### src/pkg/ptimer_pkg.sv
/*
 * Shared constants and types for the periodic timer register block.
 * Assumes an 8-bit register port with one-cycle strobes and a single clock.
 */
`default_nettype none
package ptimer_pkg;
  localparam int CNT_W = 10;
  localparam int ADDR_W = 3;
  localparam logic [ADDR_W-1:0] OFS_ON_CTRL = 3'h0;
  localparam logic [ADDR_W-1:0] OFS_MODE_CTRL = 3'h1;
  localparam logic [ADDR_W-1:0] OFS_CNT_LO = 3'h2;
  localparam logic [ADDR_W-1:0] OFS_CNT_HI = 3'h3;
  localparam logic [ADDR_W-1:0] OFS_CMPA_LO = 3'h4;
  localparam logic [ADDR_W-1:0] OFS_CMPA_HI = 3'h5;
  localparam logic [ADDR_W-1:0] OFS_PER_LO = 3'h6;
  localparam logic [ADDR_W-1:0] OFS_PER_HI = 3'h7;
  localparam int ON_BIT = 3;
  localparam logic [7:0] RST_BYTE = 8'h00;
  localparam logic [CNT_W-1:0] RST_CNT = 10'h000;
  localparam logic [1:0] MODE_CMP = 2'h0;
  localparam logic [1:0] MODE_CAP = 2'h1;
  localparam logic [1:0] MODE_PWM = 2'h2;
  localparam logic [1:0] MODE_TMR = 2'h3;
  localparam logic [1:0] PF_NONE = 2'h0;
  localparam logic [1:0] PF_LOW = 2'h1;
  localparam logic [1:0] PF_HIGH = 2'h2;
  localparam logic [1:0] PF_TOG = 2'h3;

  typedef struct packed {
    logic [1:0] mode_select;
    logic [1:0] pin_function_select;
    logic output_level_control;
    logic output_invert;
    logic capture_source_select;
    logic clear_source_select;
  } mode_ctrl_t;

  typedef struct packed {
    logic [ADDR_W-1:0] addr;
    logic [7:0] wdata;
    logic wr;
    logic rd;
  } reg_req_t;
endpackage : ptimer_pkg
`default_nettype wire

### src/logic/periodic_timer.sv
/*
 * Periodic 10-bit timer: mode control, compare, period, capture and output pin.
 * Assumes a bus master that issues one-cycle read or write strobes, and
 * asynchronous timer pins that are synchronised here before use.
 */
// The address-and-strobe port and the placing of the registers were chosen for this implementation.
`default_nettype none
// Functional notes
// - Mode field: 00 compare, 01 capture, 10 PWM/pulse, 11 plain timer.
// - Plain timer mode never drives the output pin.
// - Compare mode: A match leaves, clears, sets or toggles the pin.
// - PWM mode: forced inactive, forced active, PWM, or single pulse.
// - Capture on rising, falling, both edges, or not at all.
// - Timer-on rising edge restores the initial pin level.
// - Compare mode: level bit gives initial low or high.
// - PWM mode: level bit selects active low or active high.
// - Single pulse: level bit gives pin level at timer-on rise.
// - Invert bit inverts the pin; no effect in plain timer mode.
// - Capture source: timer pin at 0, external clock pin at 1.
// - Clear source 1 clears counter on compare A match.
// - Clear source 0 clears on period match or overflow.
// - Overflow clear happens only when period value is zero.
// - Clear source ignored in PWM, pulse and capture modes.
// - Counter readable as low byte and two-bit high byte.
// - Unused high bits of the high bytes read as zero.
// - Compare A value is read/write, low and high byte.
// - Period low byte is read/write.
// - Period high byte holds period bits 9 to 8.
// - Timer-on rise zeroes the counter; fall stops and holds it.
module periodic_timer
  import ptimer_pkg::*;
(
  // Clock and reset.
  input wire logic core_clk_i,
  input wire logic rst_i,
  // Register port.
  input wire logic [ADDR_W-1:0] reg_addr_i,
  input wire logic [7:0] reg_wdata_i,
  input wire logic reg_wr_i,
  input wire logic reg_rd_i,
  output logic [7:0] reg_rdata_o,
  // Timer pins.
  input wire logic timer_io_pin_i,
  input wire logic external_clock_pin_i,
  output logic timer_io_pin_o,
  output logic timer_io_pin_oe_o
);

  reg_req_t req;
  assign req = '{addr: reg_addr_i, wdata: reg_wdata_i, wr: reg_wr_i, rd: reg_rd_i};

  function automatic logic hit(input reg_req_t r, input logic [ADDR_W-1:0] ofs);
    hit = r.wr && (r.addr == ofs);
  endfunction : hit

  // Pin synchronisers; stage one feeds only stage two.
  logic [1:0] io_s1_r, io_s1_nxt, io_s2_r, io_s2_nxt, io_s3_r, io_s3_nxt;
  always_comb begin
    io_s1_nxt = {external_clock_pin_i, timer_io_pin_i};
    io_s2_nxt = io_s1_r;
    io_s3_nxt = io_s2_r;
  end
  always_ff @(posedge core_clk_i or posedge rst_i) begin
    if (rst_i) begin
      io_s1_r <= 2'h0;
      io_s2_r <= 2'h0;
      io_s3_r <= 2'h0;
    end else begin
      io_s1_r <= io_s1_nxt;
      io_s2_r <= io_s2_nxt;
      io_s3_r <= io_s3_nxt;
    end
  end

  // Registers and timer state.
  logic on_r, on_nxt;
  mode_ctrl_t mc_r, mc_nxt;
  logic [CNT_W-1:0] cnt_r, cnt_nxt, cmpa_r, cmpa_nxt, per_r, per_nxt;
  logic pin_r, pin_nxt;
  logic [7:0] rdata_r, rdata_nxt;
  logic oe_r, oe_nxt;

  logic on_rise, match_a, match_p, ovf, cap_edge, cap_trig, pulse_mode, pwm_lvl;
  logic [CNT_W-1:0] per_eff;
  logic init_lvl;

  always_comb begin
    on_rise = hit(req, OFS_ON_CTRL) && reg_wdata_i[ON_BIT] && !on_r;
    match_a = on_r && (cnt_r == cmpa_r);
    match_p = on_r && (cnt_r == per_r) && (per_r != RST_CNT);
    ovf = on_r && (cnt_r == {CNT_W{1'b1}});
    pulse_mode = (mc_r.mode_select == MODE_PWM) && (mc_r.pin_function_select == PF_TOG);
    init_lvl = mc_r.output_level_control;
    cap_edge = 1'b0;
    cap_trig = 1'b0;
    if (mc_r.capture_source_select) begin
      cap_edge = io_s2_r[1] ^ io_s3_r[1];
      cap_trig = io_s2_r[1];
    end else begin
      cap_edge = io_s2_r[0] ^ io_s3_r[0];
      cap_trig = io_s2_r[0];
    end
    // PWM active while counter is below the duty value; full duty at or above period.
    per_eff = per_r;
    pwm_lvl = (cnt_r < cmpa_r) || ((per_r != RST_CNT) && (cmpa_r >= per_eff));
    pwm_lvl = pwm_lvl ? init_lvl : !init_lvl;
  end

  // Mode register, compare and period bytes.
  always_comb begin
    mc_nxt = mc_r;
    cmpa_nxt = cmpa_r;
    per_nxt = per_r;
    if (hit(req, OFS_MODE_CTRL)) begin
      mc_nxt = mode_ctrl_t'(reg_wdata_i);
    end
    if (hit(req, OFS_CMPA_LO)) begin
      cmpa_nxt[7:0] = reg_wdata_i;
    end
    if (hit(req, OFS_CMPA_HI)) begin
      cmpa_nxt[9:8] = reg_wdata_i[1:0];
    end
    if (hit(req, OFS_PER_LO)) begin
      per_nxt[7:0] = reg_wdata_i;
    end
    if (hit(req, OFS_PER_HI)) begin
      per_nxt[9:8] = reg_wdata_i[1:0];
    end
    // capture edge choice; hardware capture wins over a same-cycle write.
    if (on_r && (mc_r.mode_select == MODE_CAP) && cap_edge) begin
      case (mc_r.pin_function_select)
        PF_NONE: if (cap_trig) cmpa_nxt = cnt_r;
        PF_LOW: if (!cap_trig) cmpa_nxt = cnt_r;
        PF_HIGH: cmpa_nxt = cnt_r;
        default: cmpa_nxt = cmpa_nxt;
      endcase
    end
  end

  // Counter and on control.
  always_comb begin
    on_nxt = on_r;
    cnt_nxt = cnt_r;
    if (hit(req, OFS_ON_CTRL)) begin
      on_nxt = reg_wdata_i[ON_BIT];
    end
    if (on_r) begin
      cnt_nxt = cnt_r + 10'h001;
      case (mc_r.mode_select)
        MODE_CMP, MODE_TMR: begin
          if (mc_r.clear_source_select) begin
            if (match_a) cnt_nxt = RST_CNT;
          end else begin
            if (match_p) cnt_nxt = RST_CNT;
            // overflow clear only when period zero
            if (ovf && per_r == RST_CNT) cnt_nxt = RST_CNT;
          end
        end
        default: begin
          if (match_p) cnt_nxt = RST_CNT;
          // Single pulse ends on compare A and drops the on control.
          if (pulse_mode && match_a) on_nxt = 1'b0;
        end
      endcase
    end
    // counter zeroed on start, held when stopped
    if (on_rise) begin
      cnt_nxt = RST_CNT;
    end
    // counter readout writes have no path here
  end

  // Output pin.
  always_comb begin
    pin_nxt = pin_r;
    oe_nxt = 1'b1;
    case (mc_r.mode_select)
      MODE_CMP: begin
        if (match_a) begin
          case (mc_r.pin_function_select)
            PF_LOW: pin_nxt = 1'b0;
            PF_HIGH: pin_nxt = 1'b1;
            PF_TOG: pin_nxt = !pin_r;
            default: pin_nxt = pin_r;
          endcase
        end
        if (on_rise) pin_nxt = init_lvl;
      end
      MODE_PWM: begin
        case (mc_r.pin_function_select)
          PF_NONE: pin_nxt = !init_lvl;
          PF_LOW: pin_nxt = init_lvl;
          PF_HIGH: pin_nxt = on_r ? pwm_lvl : !init_lvl;
          default: pin_nxt = (on_r && !match_a) ? init_lvl : !init_lvl;
        endcase
        // single pulse starts at level bit
        if (on_rise) pin_nxt = pulse_mode ? init_lvl : !init_lvl;
      end
      MODE_CAP: begin
        oe_nxt = 1'b0;
      end
      default: begin
        oe_nxt = 1'b0;
      end
    endcase
  end

  // Read data, one cycle after the strobe.
  always_comb begin
    rdata_nxt = RST_BYTE;
    if (reg_rd_i) begin
      case (reg_addr_i)
        OFS_ON_CTRL: rdata_nxt = {4'h0, on_r, 3'h0};
        OFS_MODE_CTRL: rdata_nxt = mc_r;
        OFS_CNT_LO: rdata_nxt = cnt_r[7:0];
        OFS_CNT_HI: rdata_nxt = {6'h00, cnt_r[9:8]};
        OFS_CMPA_LO: rdata_nxt = cmpa_r[7:0];
        OFS_CMPA_HI: rdata_nxt = {6'h00, cmpa_r[9:8]};
        OFS_PER_LO: rdata_nxt = per_r[7:0];
        OFS_PER_HI: rdata_nxt = {6'h00, per_r[9:8]};
        default: rdata_nxt = RST_BYTE;
      endcase
    end
  end

  always_ff @(posedge core_clk_i or posedge rst_i) begin
    if (rst_i) begin
      on_r <= 1'b0;
      mc_r <= mode_ctrl_t'(RST_BYTE);
      cnt_r <= RST_CNT;
      cmpa_r <= RST_CNT;
      per_r <= RST_CNT;
      pin_r <= 1'b0;
      oe_r <= 1'b1;
      rdata_r <= RST_BYTE;
    end else begin
      on_r <= on_nxt;
      mc_r <= mc_nxt;
      cnt_r <= cnt_nxt;
      cmpa_r <= cmpa_nxt;
      per_r <= per_nxt;
      pin_r <= pin_nxt;
      oe_r <= oe_nxt;
      rdata_r <= rdata_nxt;
    end
  end

  // invert applied at the pin; oe low hides it in timer mode
  logic pin_out_r, pin_out_nxt;
  assign pin_out_nxt = pin_nxt ^ mc_nxt.output_invert;
  always_ff @(posedge core_clk_i or posedge rst_i) begin
    if (rst_i) begin
      pin_out_r <= 1'b0;
    end else begin
      pin_out_r <= pin_out_nxt;
    end
  end

  assign reg_rdata_o = rdata_r;
  assign timer_io_pin_o = pin_out_r;
  assign timer_io_pin_oe_o = oe_r;

  AST_TMR_NO_DRIVE: assert property (@(posedge core_clk_i) disable iff (rst_i)
    (mc_r.mode_select == MODE_TMR) |=> !timer_io_pin_oe_o)
    else $error("pin driven in timer mode");
  AST_START_ZERO: assert property (@(posedge core_clk_i) disable iff (rst_i)
    on_rise |=> (cnt_r == RST_CNT))
    else $error("counter not zeroed on start");
  AST_STOP_HOLD: assert property (@(posedge core_clk_i) disable iff (rst_i)
    (!on_r && !on_rise) |=> $stable(cnt_r))
    else $error("stopped counter moved");
  AST_CLR_A: assert property (@(posedge core_clk_i) disable iff (rst_i)
    (match_a && !on_rise && mc_r.clear_source_select && mc_r.mode_select == MODE_CMP)
    |=> cnt_r == RST_CNT)
    else $error("no clear on compare A");
  AST_CLR_P: assert property (@(posedge core_clk_i) disable iff (rst_i)
    (match_p && !on_rise && !mc_r.clear_source_select && mc_r.mode_select == MODE_CMP)
    |=> cnt_r == RST_CNT)
    else $error("no clear on period match");
  AST_HI_ZERO: assert property (@(posedge core_clk_i) disable iff (rst_i)
    (reg_rd_i && reg_addr_i[0] && reg_addr_i != OFS_MODE_CTRL)
    |=> reg_rdata_o[7:2] == 6'h00)
    else $error("high byte upper bits not zero");
  AST_CNT_RD: assert property (@(posedge core_clk_i) disable iff (rst_i)
    (reg_rd_i && reg_addr_i == OFS_CNT_LO) |=> reg_rdata_o == $past(cnt_r[7:0]))
    else $error("counter low readout wrong");
  AST_INIT_LVL: assert property (@(posedge core_clk_i) disable iff (rst_i)
    (on_rise && mc_r.mode_select == MODE_CMP && !hit(req, OFS_MODE_CTRL))
    |=> pin_r == $past(init_lvl))
    else $error("initial level not restored");
  AST_TOGGLE: assert property (@(posedge core_clk_i) disable iff (rst_i)
    (match_a && !on_rise && mc_r.mode_select == MODE_CMP && mc_r.pin_function_select == PF_TOG)
    |=> pin_r != $past(pin_r))
    else $error("toggle missing");
  AST_PER_WR: assert property (@(posedge core_clk_i) disable iff (rst_i)
    hit(req, OFS_PER_HI) |=> per_r[9:8] == $past(reg_wdata_i[1:0]))
    else $error("period high write lost");
  AST_CAP_NO_DRIVE: assert property (@(posedge core_clk_i) disable iff (rst_i)
    (mc_r.mode_select == MODE_CAP) |=> !timer_io_pin_oe_o)
    else $error("pin driven in capture mode");
  AST_CMP_DRIVE: assert property (@(posedge core_clk_i) disable iff (rst_i)
    (mc_r.mode_select == MODE_CMP) |=> timer_io_pin_oe_o)
    else $error("pin not driven in compare mode");
  AST_PWM_INACT: assert property (@(posedge core_clk_i) disable iff (rst_i)
    (mc_r.mode_select == MODE_PWM && mc_r.pin_function_select == PF_NONE && !on_rise)
    |=> pin_r == !$past(init_lvl))
    else $error("forced inactive level wrong");
  AST_PWM_ACT: assert property (@(posedge core_clk_i) disable iff (rst_i)
    (mc_r.mode_select == MODE_PWM && mc_r.pin_function_select == PF_LOW && !on_rise)
    |=> pin_r == $past(init_lvl))
    else $error("forced active level wrong");
  AST_PULSE_END: assert property (@(posedge core_clk_i) disable iff (rst_i)
    (pulse_mode && match_a) |=> !on_r)
    else $error("single pulse did not stop");
  AST_PULSE_START: assert property (@(posedge core_clk_i) disable iff (rst_i)
    (pulse_mode && on_rise) |=> pin_r == $past(init_lvl))
    else $error("single pulse start level wrong");
  AST_INVERT: assert property (@(posedge core_clk_i) disable iff (rst_i)
    timer_io_pin_o == (pin_r ^ mc_r.output_invert))
    else $error("pin invert wrong");
  AST_CAP_BOTH: assert property (@(posedge core_clk_i) disable iff (rst_i)
    (on_r && mc_r.mode_select == MODE_CAP && mc_r.pin_function_select == PF_HIGH && cap_edge)
    |=> cmpa_r == $past(cnt_r))
    else $error("capture on either edge missing");
  AST_CAP_OFF: assert property (@(posedge core_clk_i) disable iff (rst_i)
    (mc_r.mode_select == MODE_CAP && mc_r.pin_function_select == PF_TOG
     && !hit(req, OFS_CMPA_LO) && !hit(req, OFS_CMPA_HI)) |=> $stable(cmpa_r))
    else $error("capture while disabled");
  AST_CAP_SRC: assert property (@(posedge core_clk_i) disable iff (rst_i)
    (mc_r.capture_source_select && io_s2_r[1] == io_s3_r[1]
     && !hit(req, OFS_CMPA_LO) && !hit(req, OFS_CMPA_HI)) |=> $stable(cmpa_r))
    else $error("capture from unselected pin");
  AST_CLR_IGNORED: assert property (@(posedge core_clk_i) disable iff (rst_i)
    (match_p && !on_rise && (mc_r.mode_select == MODE_PWM || mc_r.mode_select == MODE_CAP))
    |=> cnt_r == RST_CNT)
    else $error("period match did not clear");
  AST_PER_LO_WR: assert property (@(posedge core_clk_i) disable iff (rst_i)
    hit(req, OFS_PER_LO) |=> per_r[7:0] == $past(reg_wdata_i))
    else $error("period low write lost");
  AST_CMPA_HI_WR: assert property (@(posedge core_clk_i) disable iff (rst_i)
    (hit(req, OFS_CMPA_HI) && mc_r.mode_select != MODE_CAP)
    |=> cmpa_r[9:8] == $past(reg_wdata_i[1:0]))
    else $error("compare A high write lost");
  AST_RO_WRITE: assert property (@(posedge core_clk_i) disable iff (rst_i)
    ((hit(req, OFS_CNT_LO) || hit(req, OFS_CNT_HI)) && !on_r) |=> $stable(cnt_r))
    else $error("counter readout write took effect");
  AST_NO_CHANGE: assert property (@(posedge core_clk_i) disable iff (rst_i)
    (match_a && !on_rise && mc_r.mode_select == MODE_CMP && mc_r.pin_function_select == PF_NONE)
    |=> $stable(pin_r))
    else $error("pin moved with no action set");
  AST_RD_IDLE: assert property (@(posedge core_clk_i) disable iff (rst_i)
    !reg_rd_i |=> reg_rdata_o == RST_BYTE)
    else $error("read data left standing");

endmodule : periodic_timer
`default_nettype wire

### config.mk
export PLATFORM = sky130hd
export DESIGN_NAME = periodic_timer
export DESIGN_NICKNAME = d
export VERILOG_FILES = /design/src/pkg/ptimer_pkg.sv /design/src/logic/periodic_timer.sv
export SDC_FILE = /design/constraint.sdc
export NUM_CORES = 1
export LEC_CHECK = 0
export BUFFER_PORTS_ARGS = -buffer_cell sky130_fd_sc_hd__buf_2
export CAP_MARGIN = 20
export CORE_AREA = 5 5 99 101
export CTS_CLUSTER_DIAMETER = 80
export DETAILED_ROUTE_END_ITERATION = 16
export DIE_AREA = 0 0 104 106
export RECOVER_POWER = 50
export REMOVE_ABC_BUFFERS = 1
export SETUP_SLACK_MARGIN = 0.2
export SYNTH_ARGS = -nofsm -noshare
export SYNTH_HDL_FRONTEND = slang
export SYNTH_SLANG_ARGS = --single-unit
### constraint.sdc
create_clock -name core_clk_i -period 6.9 [get_ports core_clk_i]
set_input_delay 2.07 -clock core_clk_i [delete_from_list [all_inputs] [get_ports core_clk_i]]
set_output_delay 2.07 -clock core_clk_i [all_outputs]
set_load 0.05 [all_outputs]
==> metrics.csv, run 1 <==
metric,value,unit
largest net degree at the start of global routing,57,
Worst Skew,0.007795,ns
first-pass GRT wire length,14160,um
GRT Util Overall,15.93,%
Clock Tree Buf Depth,2,
Main synth FF type,dfrtp_1,
main combinational cell family by area after synthesis,simple AND/OR/NAND/NOR gates,
R2R setup slack,4.07,ns
dpl ws,2.916,ns
via count,2675,
Critical Path Start Type,input port,
Reg2Reg Depth,8,
layout cell share with drive strength beyond 1,16.67,%
Post-Syn Area per Cell,10.07,um2
Leak Pwr,1.663,nW
Post-Layout Cell Count,471,
hold_sp,io_s1_r[1],
setup_tns,0,ns
"Cell Area, Synth",3445,um2
nets,400,
outcome,"finished, violations left",
worst setup slack after layout,2.323,ns
number of fill cells,888,
Max Freq,0.2185,GHz
cts hold-fix bufs,0,
largest cells by area after synthesis,"dfrtp_1, ha_1, mux2_2",
Synth-to-Final Area Change,8.355,%
die height,106,um
XOR/XNOR Fraction of Synth Area,3.560,%
post-synthesis sequential area ratio,40.72,%
worst hold-check slack,0.3568,ns
"EDFF count, synth",0,
count of cell types in the netlist,57,
Syn Inst Count,342,
DRC violations left,0,
Die W,104,um
Vias/cell,5.679,
Tcrit/Tclk final,66.34,%
worst hold path type,reg2reg,
PD cells,299.6,nW/um2
max_slew headroom,-99.43,%
Final HPWL DP,6599,um
crit path time final,4.577,ns
final max-slew violation count,57,
Antenna diodes,0,
critical path endpoint category,asynchronous set/reset pin,
initial core utilization,38.56,%
Post-CTS Setup Bufs,0,
Worst-path clk slew,0.10,ns
simple-gate share of the synthesized area,15.66,%
final WL,8734,um
most frequent cells in the layout,"dfrtp_1, buf_2, inv_1, nand2_1, ha_1",
top cell type by total area after synthesis,dfrtp_1,
initial drt markers,165,
Yosys warning count,0,
full die area,11020,um2
crit-path cells,buf_2 -> inv_1 -> clkbuf_1,
CTS tree,yes,
CP Capture Point,mc_r[6],
Synth top area share,39.96,%
worst-skew pair later-pin latency,0.31,ns
worst endpoint data arrival time,4.35,ns
GP Congestion,0.9368,
Worst Path Required,6.68,ns
async set-reset flop share out of synthesis,100.0,%
register bit total from synthesis,56,
PostCTS Resize Cnt,0,
TritonCTS buffer count,5,
io pins,27,
mux cell area share after synthesis,12.10,%
initial antenna violation count,0,
worst reg2reg path startpoint,cnt_r[7],
grt total ovfl,0,
CTS Sinks,56,
cell row count,35,
Setup CP Type,in2async,
failing checks,"capacitance limit, slew limit",
Final Hold Fails,0,
Worst R2R End,cnt_r[4],
critical path startpoint,rst_i,
routed len/inst,18.54,um
Port Buffer Count,26,
"most common cell after layout, fill and taps aside",dfrtp_1,
final setup vio count,0,
Synth Area in Compound Gates,14.17,%
Antenna Nets Post-Route,0,
crit path max-delay cell type,clkbuf_1,
Inst Count DP,463,
RSZ-0062 raised after global routing,false,
DR pass1 iterations,4,
core area,8934,um2
crit-path max cell delay,2.09,ns
H-tree depth reported by CTS,2,
root buffer cell,clkbuf_8,
Adder-Cell Fraction of Synth Area,8.718,%
actual slew at the worst max-slew pin,2.992,ns
peak supply drop,0.1017,mV
max cap viols,1,
number of global-route vias before repair,2701,
crit-path max FO,56,
final core occ,41.78,%
-- worst min path at each step --
| stage | depth (start not counted) | slack [ns] | to |
|---|---|---|---|
| finish | 0 | 0.36 | io_s2_r[1] |
| global route | 0 | 0.37 | io_s2_r[0] |
| global placement | 0 | 0.33 | io_s2_r[1] |
| floorplan | 0 | 0.33 | io_s2_r[0] |
| CTS | 0 | 0.36 | io_s2_r[0] |
| detailed placement | 0 | 0.33 | io_s2_r[0] |
-- report_power, final --
part / internal [W] / total, W / switching, W
logic: 0.000186 / 0.000420 / 0.000234
clock network: 0.0000726 / 0.000184 / 0.000112
registers: 0.000404 / 0.000514 / 0.000110
total: 0.000663 / 0.00112 / 0.000456
-- state kept, by name, summed over array words and instances, names as in the netlist, 2 cells and up --
signal,cells
per_eff,10
cnt_r,10
io_s3_r,2
io_s1_r,2
io_s2_r,2
mc_r,7
cmpa_r,10
reg_rdata_o,8
-- Yosys cell counts, types with 2 or more instances --
cell      number
a211o_1        2
a211oi_1       6
a21o_1         2
a21oi_1        5
a22oi_1        6
a31o_1         2
a32oi_1        2
and3_1         6
buf_1          3
buf_2          5
buf_4          2
clkbuf_1       8
dfrtp_1       55
ha_1          24
inv_1         25
mux2_2        17
mux2i_1       18
mux4_2         2
nand2_1       25
nand2b_1       3
nand3_1        8
nand4_1        9
nor2_1        18
nor2b_1        8
nor3_1         4
nor3_2         2
nor3b_1        4
nor4_1         3
o21ai_0        8
o21ai_1       12
o22a_1         6
o31ai_1        5
xnor2_1       11
xor2_1         3
-- layout make-up --
class / instances / area [um2] / area share [%]
Sequential cell: 56 / 1403 / 37.58
Clock buffer: 6 / 72.57 / 1.944
Timing Repair Buffer: 28 / 141.4 / 3.788
Tap cell: 111 / 138.9 / 3.721
Clock inverter: 2 / 16.27 / 0.4358
Inverter: 25 / 93.84 / 2.514
Multi-Input combinational cell: 243 / 1867 / 50.02
-- kinds of logic after synthesis --
kind of cell               count (synthesis)
AOI/OAI and AO/OA                         68
xor gates and xnor gates                  14
adders and majority gates                 24
buffers and inverters                     43
DFF                                       56
muxes                                     37
and+or+nand+nor                          100
-- stage by stage --
step,cell area [um2],power (W)
after floorplan,3363,0.0008024
after global placement,3647,0.0009240
after detailed placement,3647,0.0009389
after CTS,3736,0.001123
after global routing,3732,0.001200
final,3732,0.001118
-- metal layers --
layer / track usage [%] / up-vias / share of wire, %
met5: 0 / - / 0
met4: 5.180 / 0 / 2.3
met3: 2.550 / 14 / 3.5
met2: 26.14 / 66 / 47
met1: 21.50 / 1324 / 47
li1: - / 1271 / -
-- critical path: cells and delay by family --
family / cells / cell delay (ns)
buffers and inverters: 3 / 2.22
Note: power is estimated with default switching activity, not from simulation.
==> inputs of run 2 (changes only) <==
clock period = 4.2 ns   (was 6.9 ns; I/O delays follow)
==> metrics.csv, run 2 (synthesis results as in run 1) <==
metric,value,unit,change
Tcrit/Tclk final,74.95,%,
grt total ovfl,0,,unchanged
Post-CTS Setup Bufs,0,,unchanged
Reg area,1403,um2,unchanged
Worst Skew,0.01273,ns,+0.004931 ns
worst-skew pair later-pin latency,0.32,ns,about the same
max_slew headroom,11.06,%,+110 points
final max-slew violation count,0,,-100%
Leak Pwr,1.675,nW,+0.70%
root buffer cell,clkbuf_8,,
number of global-route vias before repair,2783,,+3.0%
most frequent cells in the layout,"dfrtp_1, inv_1, nand2_1, buf_2, ha_1",,
Setup CP Type,in2reg,,
Inst Count DP,463,,unchanged
TritonCTS buffer count,5,,unchanged
outcome,completed,,
Clock Tree Buf Depth,2,,unchanged
CTS Sinks,56,,unchanged
first-pass GRT wire length,14860,um,+5.0%
Worst Path Required,4.41,ns,-2.27 ns
crit-path cells,clkbuf_1 -> nor3_2 -> and3_1 -> mux2i_1 -> a32oi_1 -> and4b_1 -> a311o_1 -> xor2_1,,
crit-path max FO,21,,-63%
Antenna diodes,0,,unchanged
full die area,11020,um2,unchanged
initial core utilization,38.56,%,unchanged
worst endpoint data arrival time,3.36,ns,-0.99 ns
setup_tns,0,ns,unchanged
cts hold-fix bufs,0,,unchanged
crit-path max cell delay,0.68,ns,-1.41 ns
area taken by multi-input logic gates,1867,um2,unchanged
DR pass1 iterations,4,,unchanged
critical path endpoint category,register,,
Final HPWL DP,6763,um,+2.5%
"most common cell after layout, fill and taps aside",dfrtp_1,,
nets,400,,unchanged
final core occ,42.02,%,+0.24 points
routed len/inst,18.58,um,+0.22%
Antenna Nets Post-Route,0,,unchanged
crit path time final,3.148,ns,
number of fill cells,885,,-0.34%
H-tree depth reported by CTS,2,,unchanged
initial drt markers,182,,+10%
actual slew at the worst max-slew pin,1.334,ns,-1.657 ns
final WL,8753,um,+0.22%
Die W,104,um,unchanged
worst hold path type,reg2reg,,
cell row count,35,,unchanged
final setup vio count,0,,unchanged
io pins,27,,unchanged
GRT Util Overall,16.64,%,+0.72 points
DRC violations left,0,,unchanged
Critical Path Start Type,input port,,
initial antenna violation count,0,,unchanged
total power draw,0.001889,W,+69%
Vias/cell,5.607,,-1.3%
Port Buffer Count,26,,unchanged
Post-Layout Cell Count,471,,unchanged
CTS tree,yes,,
RSZ-0062 raised after global routing,false,,
peak supply drop,0.2047,mV,+100%
max cap viols,0,,-1
GP Congestion,0.9270,,-1.0%
die height,106,um,unchanged
via count,2641,,-1.3%
crit path max-delay cell type,clkbuf_1,,
layout cell share with drive strength beyond 1,16.39,%,-0.28 points
core area,8934,um2,unchanged
PostCTS Resize Cnt,0,,unchanged
largest net degree at the start of global routing,33,,-42%
Final Hold Fails,0,,unchanged
PD cells,503.3,nW/um2,+68%
Worst-path clk slew,0.11,ns,about the same
Synth-to-Final Area Change,8.972,%,
Max Freq,0.3177,GHz,
run 2: changes by cell type in the layout (fill, tap and decap cells not counted), sizes merged:
cell,delta
clkinvlp,-1
bufinv,+1
buf,-1
clkinv,-1
clkbuf,+1
inv,+1
run 2: worst max-delay path, delay by kind of cell:
| kind | cells | cell delay, ns |
|---|---|---|
| XOR/XNOR | 1 | 0.17 |
| AO/OA/AOI/OAI | 2 | 0.48 |
| buffers and inverters | 1 | 0.68 |
| AND/OR/NAND/NOR | 3 | 0.59 |
| multiplexers | 1 | 0.18 |
run 2: worst paths after layout:
path | from | to | slack (ns) | cells past startpoint
max | reg_addr_i[2] | timer_io_pin_o | 1.05 | 8
min | io_s1_r[0] | io_s2_r[0] | 0.36 | 0
max reg2reg | cnt_r[7] | cnt_r[4] | 1.46 | 8
min reg2reg | io_s1_r[0] | io_s2_r[0] | 0.36 | 0
max in group asynchronous | rst_i | cnt_r[4] | 1.15 | 3
min in group asynchronous | rst_i | io_s1_r[1] | 1.24 | 2
run 2: area by class of cell:
class	instances	share of cell area (%)
Timing Repair Buffer	28	3.733
Clock inverter	2	1.033
Sequential cell	56	37.37
Multi-Input combinational cell	243	49.73
Tap cell	111	3.700
Clock buffer	6	1.933
Inverter	25	2.500
run 2: metrics by stage:
step	worst slack [ns]	hold WS [ns]	instance area [um2]
2_1_floorplan	1.427	0.3312	3363
3_3_place_gp	1.069	0.3334	3647
3_5_place_dp	0.9837	0.3347	3647
4_1_cts	1.327	0.3585	3759
5_1_grt	0.5716	0.3783	3754
6_report	1.052	0.3574	3754
run 2: report_power, final:
part | switching [W] | internal [W]
Combinational | 0.000379 | 0.000306
Sequential | 0.000179 | 0.000664
Clock | 0.000182 | 0.000181
run 2: metal layers:
metal  track usage [%]  wire length, um  vias up
met2             27.73             4211       70
met1             21.83             3894     1285
met3             2.793              405       17
li1                  -                -     1269
met4             5.920              242        0
met5                 0                0        -
==> inputs of run 3 (changes only) <==
clock period = 2.76 ns   (was 4.2 ns; I/O delays follow)
==> metrics.csv, run 3 (synthesis results as in run 1) <==
metric,value,unit,change
Clock Tree Buf Depth,2,,unchanged
initial core utilization,38.56,%,unchanged
Die W,104,um,unchanged
Setup CP Type,reg2reg,,
grt total ovfl,0,,unchanged
Reg2Reg Depth,8,,unchanged
Max Freq,0.4050,GHz,
worst hold path type,reg2reg,,
Worst-path clk slew,0.11,ns,about the same
cts hold-fix bufs,0,,unchanged
Worst Path Required,2.97,ns,-1.44 ns
final setup vio count,0,,unchanged
Post-Layout Cell Count,501,,+6.4%
GRT Util Overall,17.35,%,+0.71 points
full die area,11020,um2,unchanged
max cap viols,0,,unchanged
CTS tree,yes,,
final max-slew violation count,0,,unchanged
"most common cell after layout, fill and taps aside",dfrtp_1,,
GP Congestion,0.8850,,-4.5%
worst endpoint data arrival time,2.68,ns,-0.68 ns
Leak Pwr,1.828,nW,+9.1%
die height,106,um,unchanged
initial antenna violation count,0,,unchanged
Vias/cell,5.569,,-0.68%
RSZ-0062 raised after global routing,false,,
CTS Sinks,56,,unchanged
R2R setup slack,0.29,ns,-1.17 ns
Reg area,1405,um2,+0.18%
largest net degree at the start of global routing,32,,-3.0%
Worst Skew,0.01007,ns,-0.002654 ns
final WL,9242,um,+5.6%
Antenna Nets Post-Route,0,,unchanged
worst hold-check slack,0.3575,ns,+0.0001040 ns
DRC violations left,0,,unchanged
crit path time final,2.469,ns,
routed len/inst,18.45,um,-0.74%
cell row count,35,,unchanged
most frequent cells in the layout,"dfrtp_1, buf_4, buf_2",,
crit path max-delay cell type,or4_4,,
first-pass GRT wire length,15350,um,+3.3%
Antenna diodes,0,,unchanged
crit-path cells,inv_1 -> ha_1 -> nand4_1 -> or4_4 -> a32oi_2 -> nand2_1 -> a311o_1 -> xor2_1,,
dpl ws,0.2113,ns,-0.7725 ns
Tcrit/Tclk final,89.45,%,
number of global-route vias before repair,2879,,+3.4%
hold path depth,0,,unchanged
Port Buffer Count,26,,unchanged
setup_tns,0,ns,unchanged
nets,430,,+7.5%
Final Hold Fails,0,,unchanged
crit-path max FO,4,,-81%
via count,2790,,+5.6%
worst reg2reg path startpoint,cmpa_r[7],,
initial drt markers,188,,+3.3%
max_slew headroom,9.076,%,-2.0 points
root buffer cell,clkbuf_8,,
worst-skew pair later-pin latency,0.32,ns,about the same
critical path endpoint category,register,,
Inst Count DP,488,,+5.4%
PD cells,731.6,nW/um2,+45%
peak supply drop,0.2907,mV,+42%
number of fill cells,882,,-0.34%
TritonCTS buffer count,5,,unchanged
layout cell share with drive strength beyond 1,24.62,%,+8.2 points
Critical Path Start Type,register,,
actual slew at the worst max-slew pin,1.364,ns,+0.02980 ns
hold path endpoint,io_s2_r[0],,
area taken by multi-input logic gates,1884,um2,+0.94%
worst setup slack after layout,0.2911,ns,-0.7609 ns
outcome,completed,,
Final HPWL DP,7068,um,+4.5%
H-tree depth reported by CTS,2,,unchanged
Worst R2R End,timer_io_pin_o,,
io pins,27,,unchanged
Synth-to-Final Area Change,15.55,%,
hold_sp,io_s1_r[0],,
crit-path max cell delay,0.55,ns,-0.13 ns
DR pass1 iterations,4,,unchanged
core area,8934,um2,unchanged
==> run 3: cell types whose count changed in the layout (fill, tap and decap cells not counted), sizes merged <==
cell / previous run / this run
clkinv: 0 / 2
bufinv: 1 / 0
buf: 26 / 57
clkbuf: 8 / 6
==> run 3: worst max-delay path: cells and delay by family (launching register included) <==
| kind | cells | cell delay (ns) |
|---|---|---|
| DFF | 1 | 0.42 |
| AOI/OAI and AO/OA | 2 | 0.62 |
| and+or+nand+nor | 3 | 0.80 |
| buffers and inverters | 1 | 0.07 |
| xor gates and xnor gates | 1 | 0.17 |
| adders and majority gates | 1 | 0.30 |
==> run 3: metal layers <==
| layer | global-route usage, % | wire length [um] | vias up |
|---|---|---|---|
| met5 | 0 | 0 | - |
| met4 | 6.938 | 265 | 0 |
| met3 | 2.975 | 587 | 19 |
| met2 | 27.46 | 4206 | 85 |
| met1 | 23.63 | 4183 | 1354 |
| li1 | - | - | 1332 |
==> run 3: stage by stage <==
step / total power [W] / util (%) / cell area [um2]
finish: 0.002912 / 44.55 / 3980
global route: 0.003142 / 44.55 / 3980
CTS: 0.002869 / 43.95 / 3926
detailed placement: 0.002384 / 42.93 / 3835
global placement: 0.002359 / 42.93 / 3835
floorplan: 0.002006 / - / 3363
==> run 3: final cells by class <==
class	instances	area share, %
clock buffers	5	1.729
clock inverters	3	0.5659
well taps	111	3.489
multi-input cells	243	47.34
repair buffers	58	9.211
inverters	25	2.358
flip-flops and latches	56	35.30
==> run 3: repair_timing <==
| item | 4_1_cts | 5_1_grt |
|---|---|---|
| setup endpoints to repair | 0 | 4 |
| buffers inserted | 0 | 5 |
| gates resized for setup | 0 | 5 |
==> run 3: how the worst max path moves through the flow <==
stage | cells after the start | slack (ns) | start | to
floorplan | 7 | 0.39 | cnt_r[4] | timer_io_pin_o
global placement | 8 | 0.26 | reg_addr_i[1] | timer_io_pin_o
detailed placement | 8 | 0.21 | reg_addr_i[1] | timer_io_pin_o
CTS | 8 | 0.22 | cmpa_r[7] | timer_io_pin_o
global route | 8 | 0.20 | cmpa_r[3] | timer_io_pin_o
finish | 8 | 0.29 | cmpa_r[7] | timer_io_pin_o
==> run 3: where the power goes <==
group | internal (W) | switching [W]
clock network | 0.000183 | 0.000289
registers | 0.00101 | 0.000221
logic | 0.000548 | 0.000657
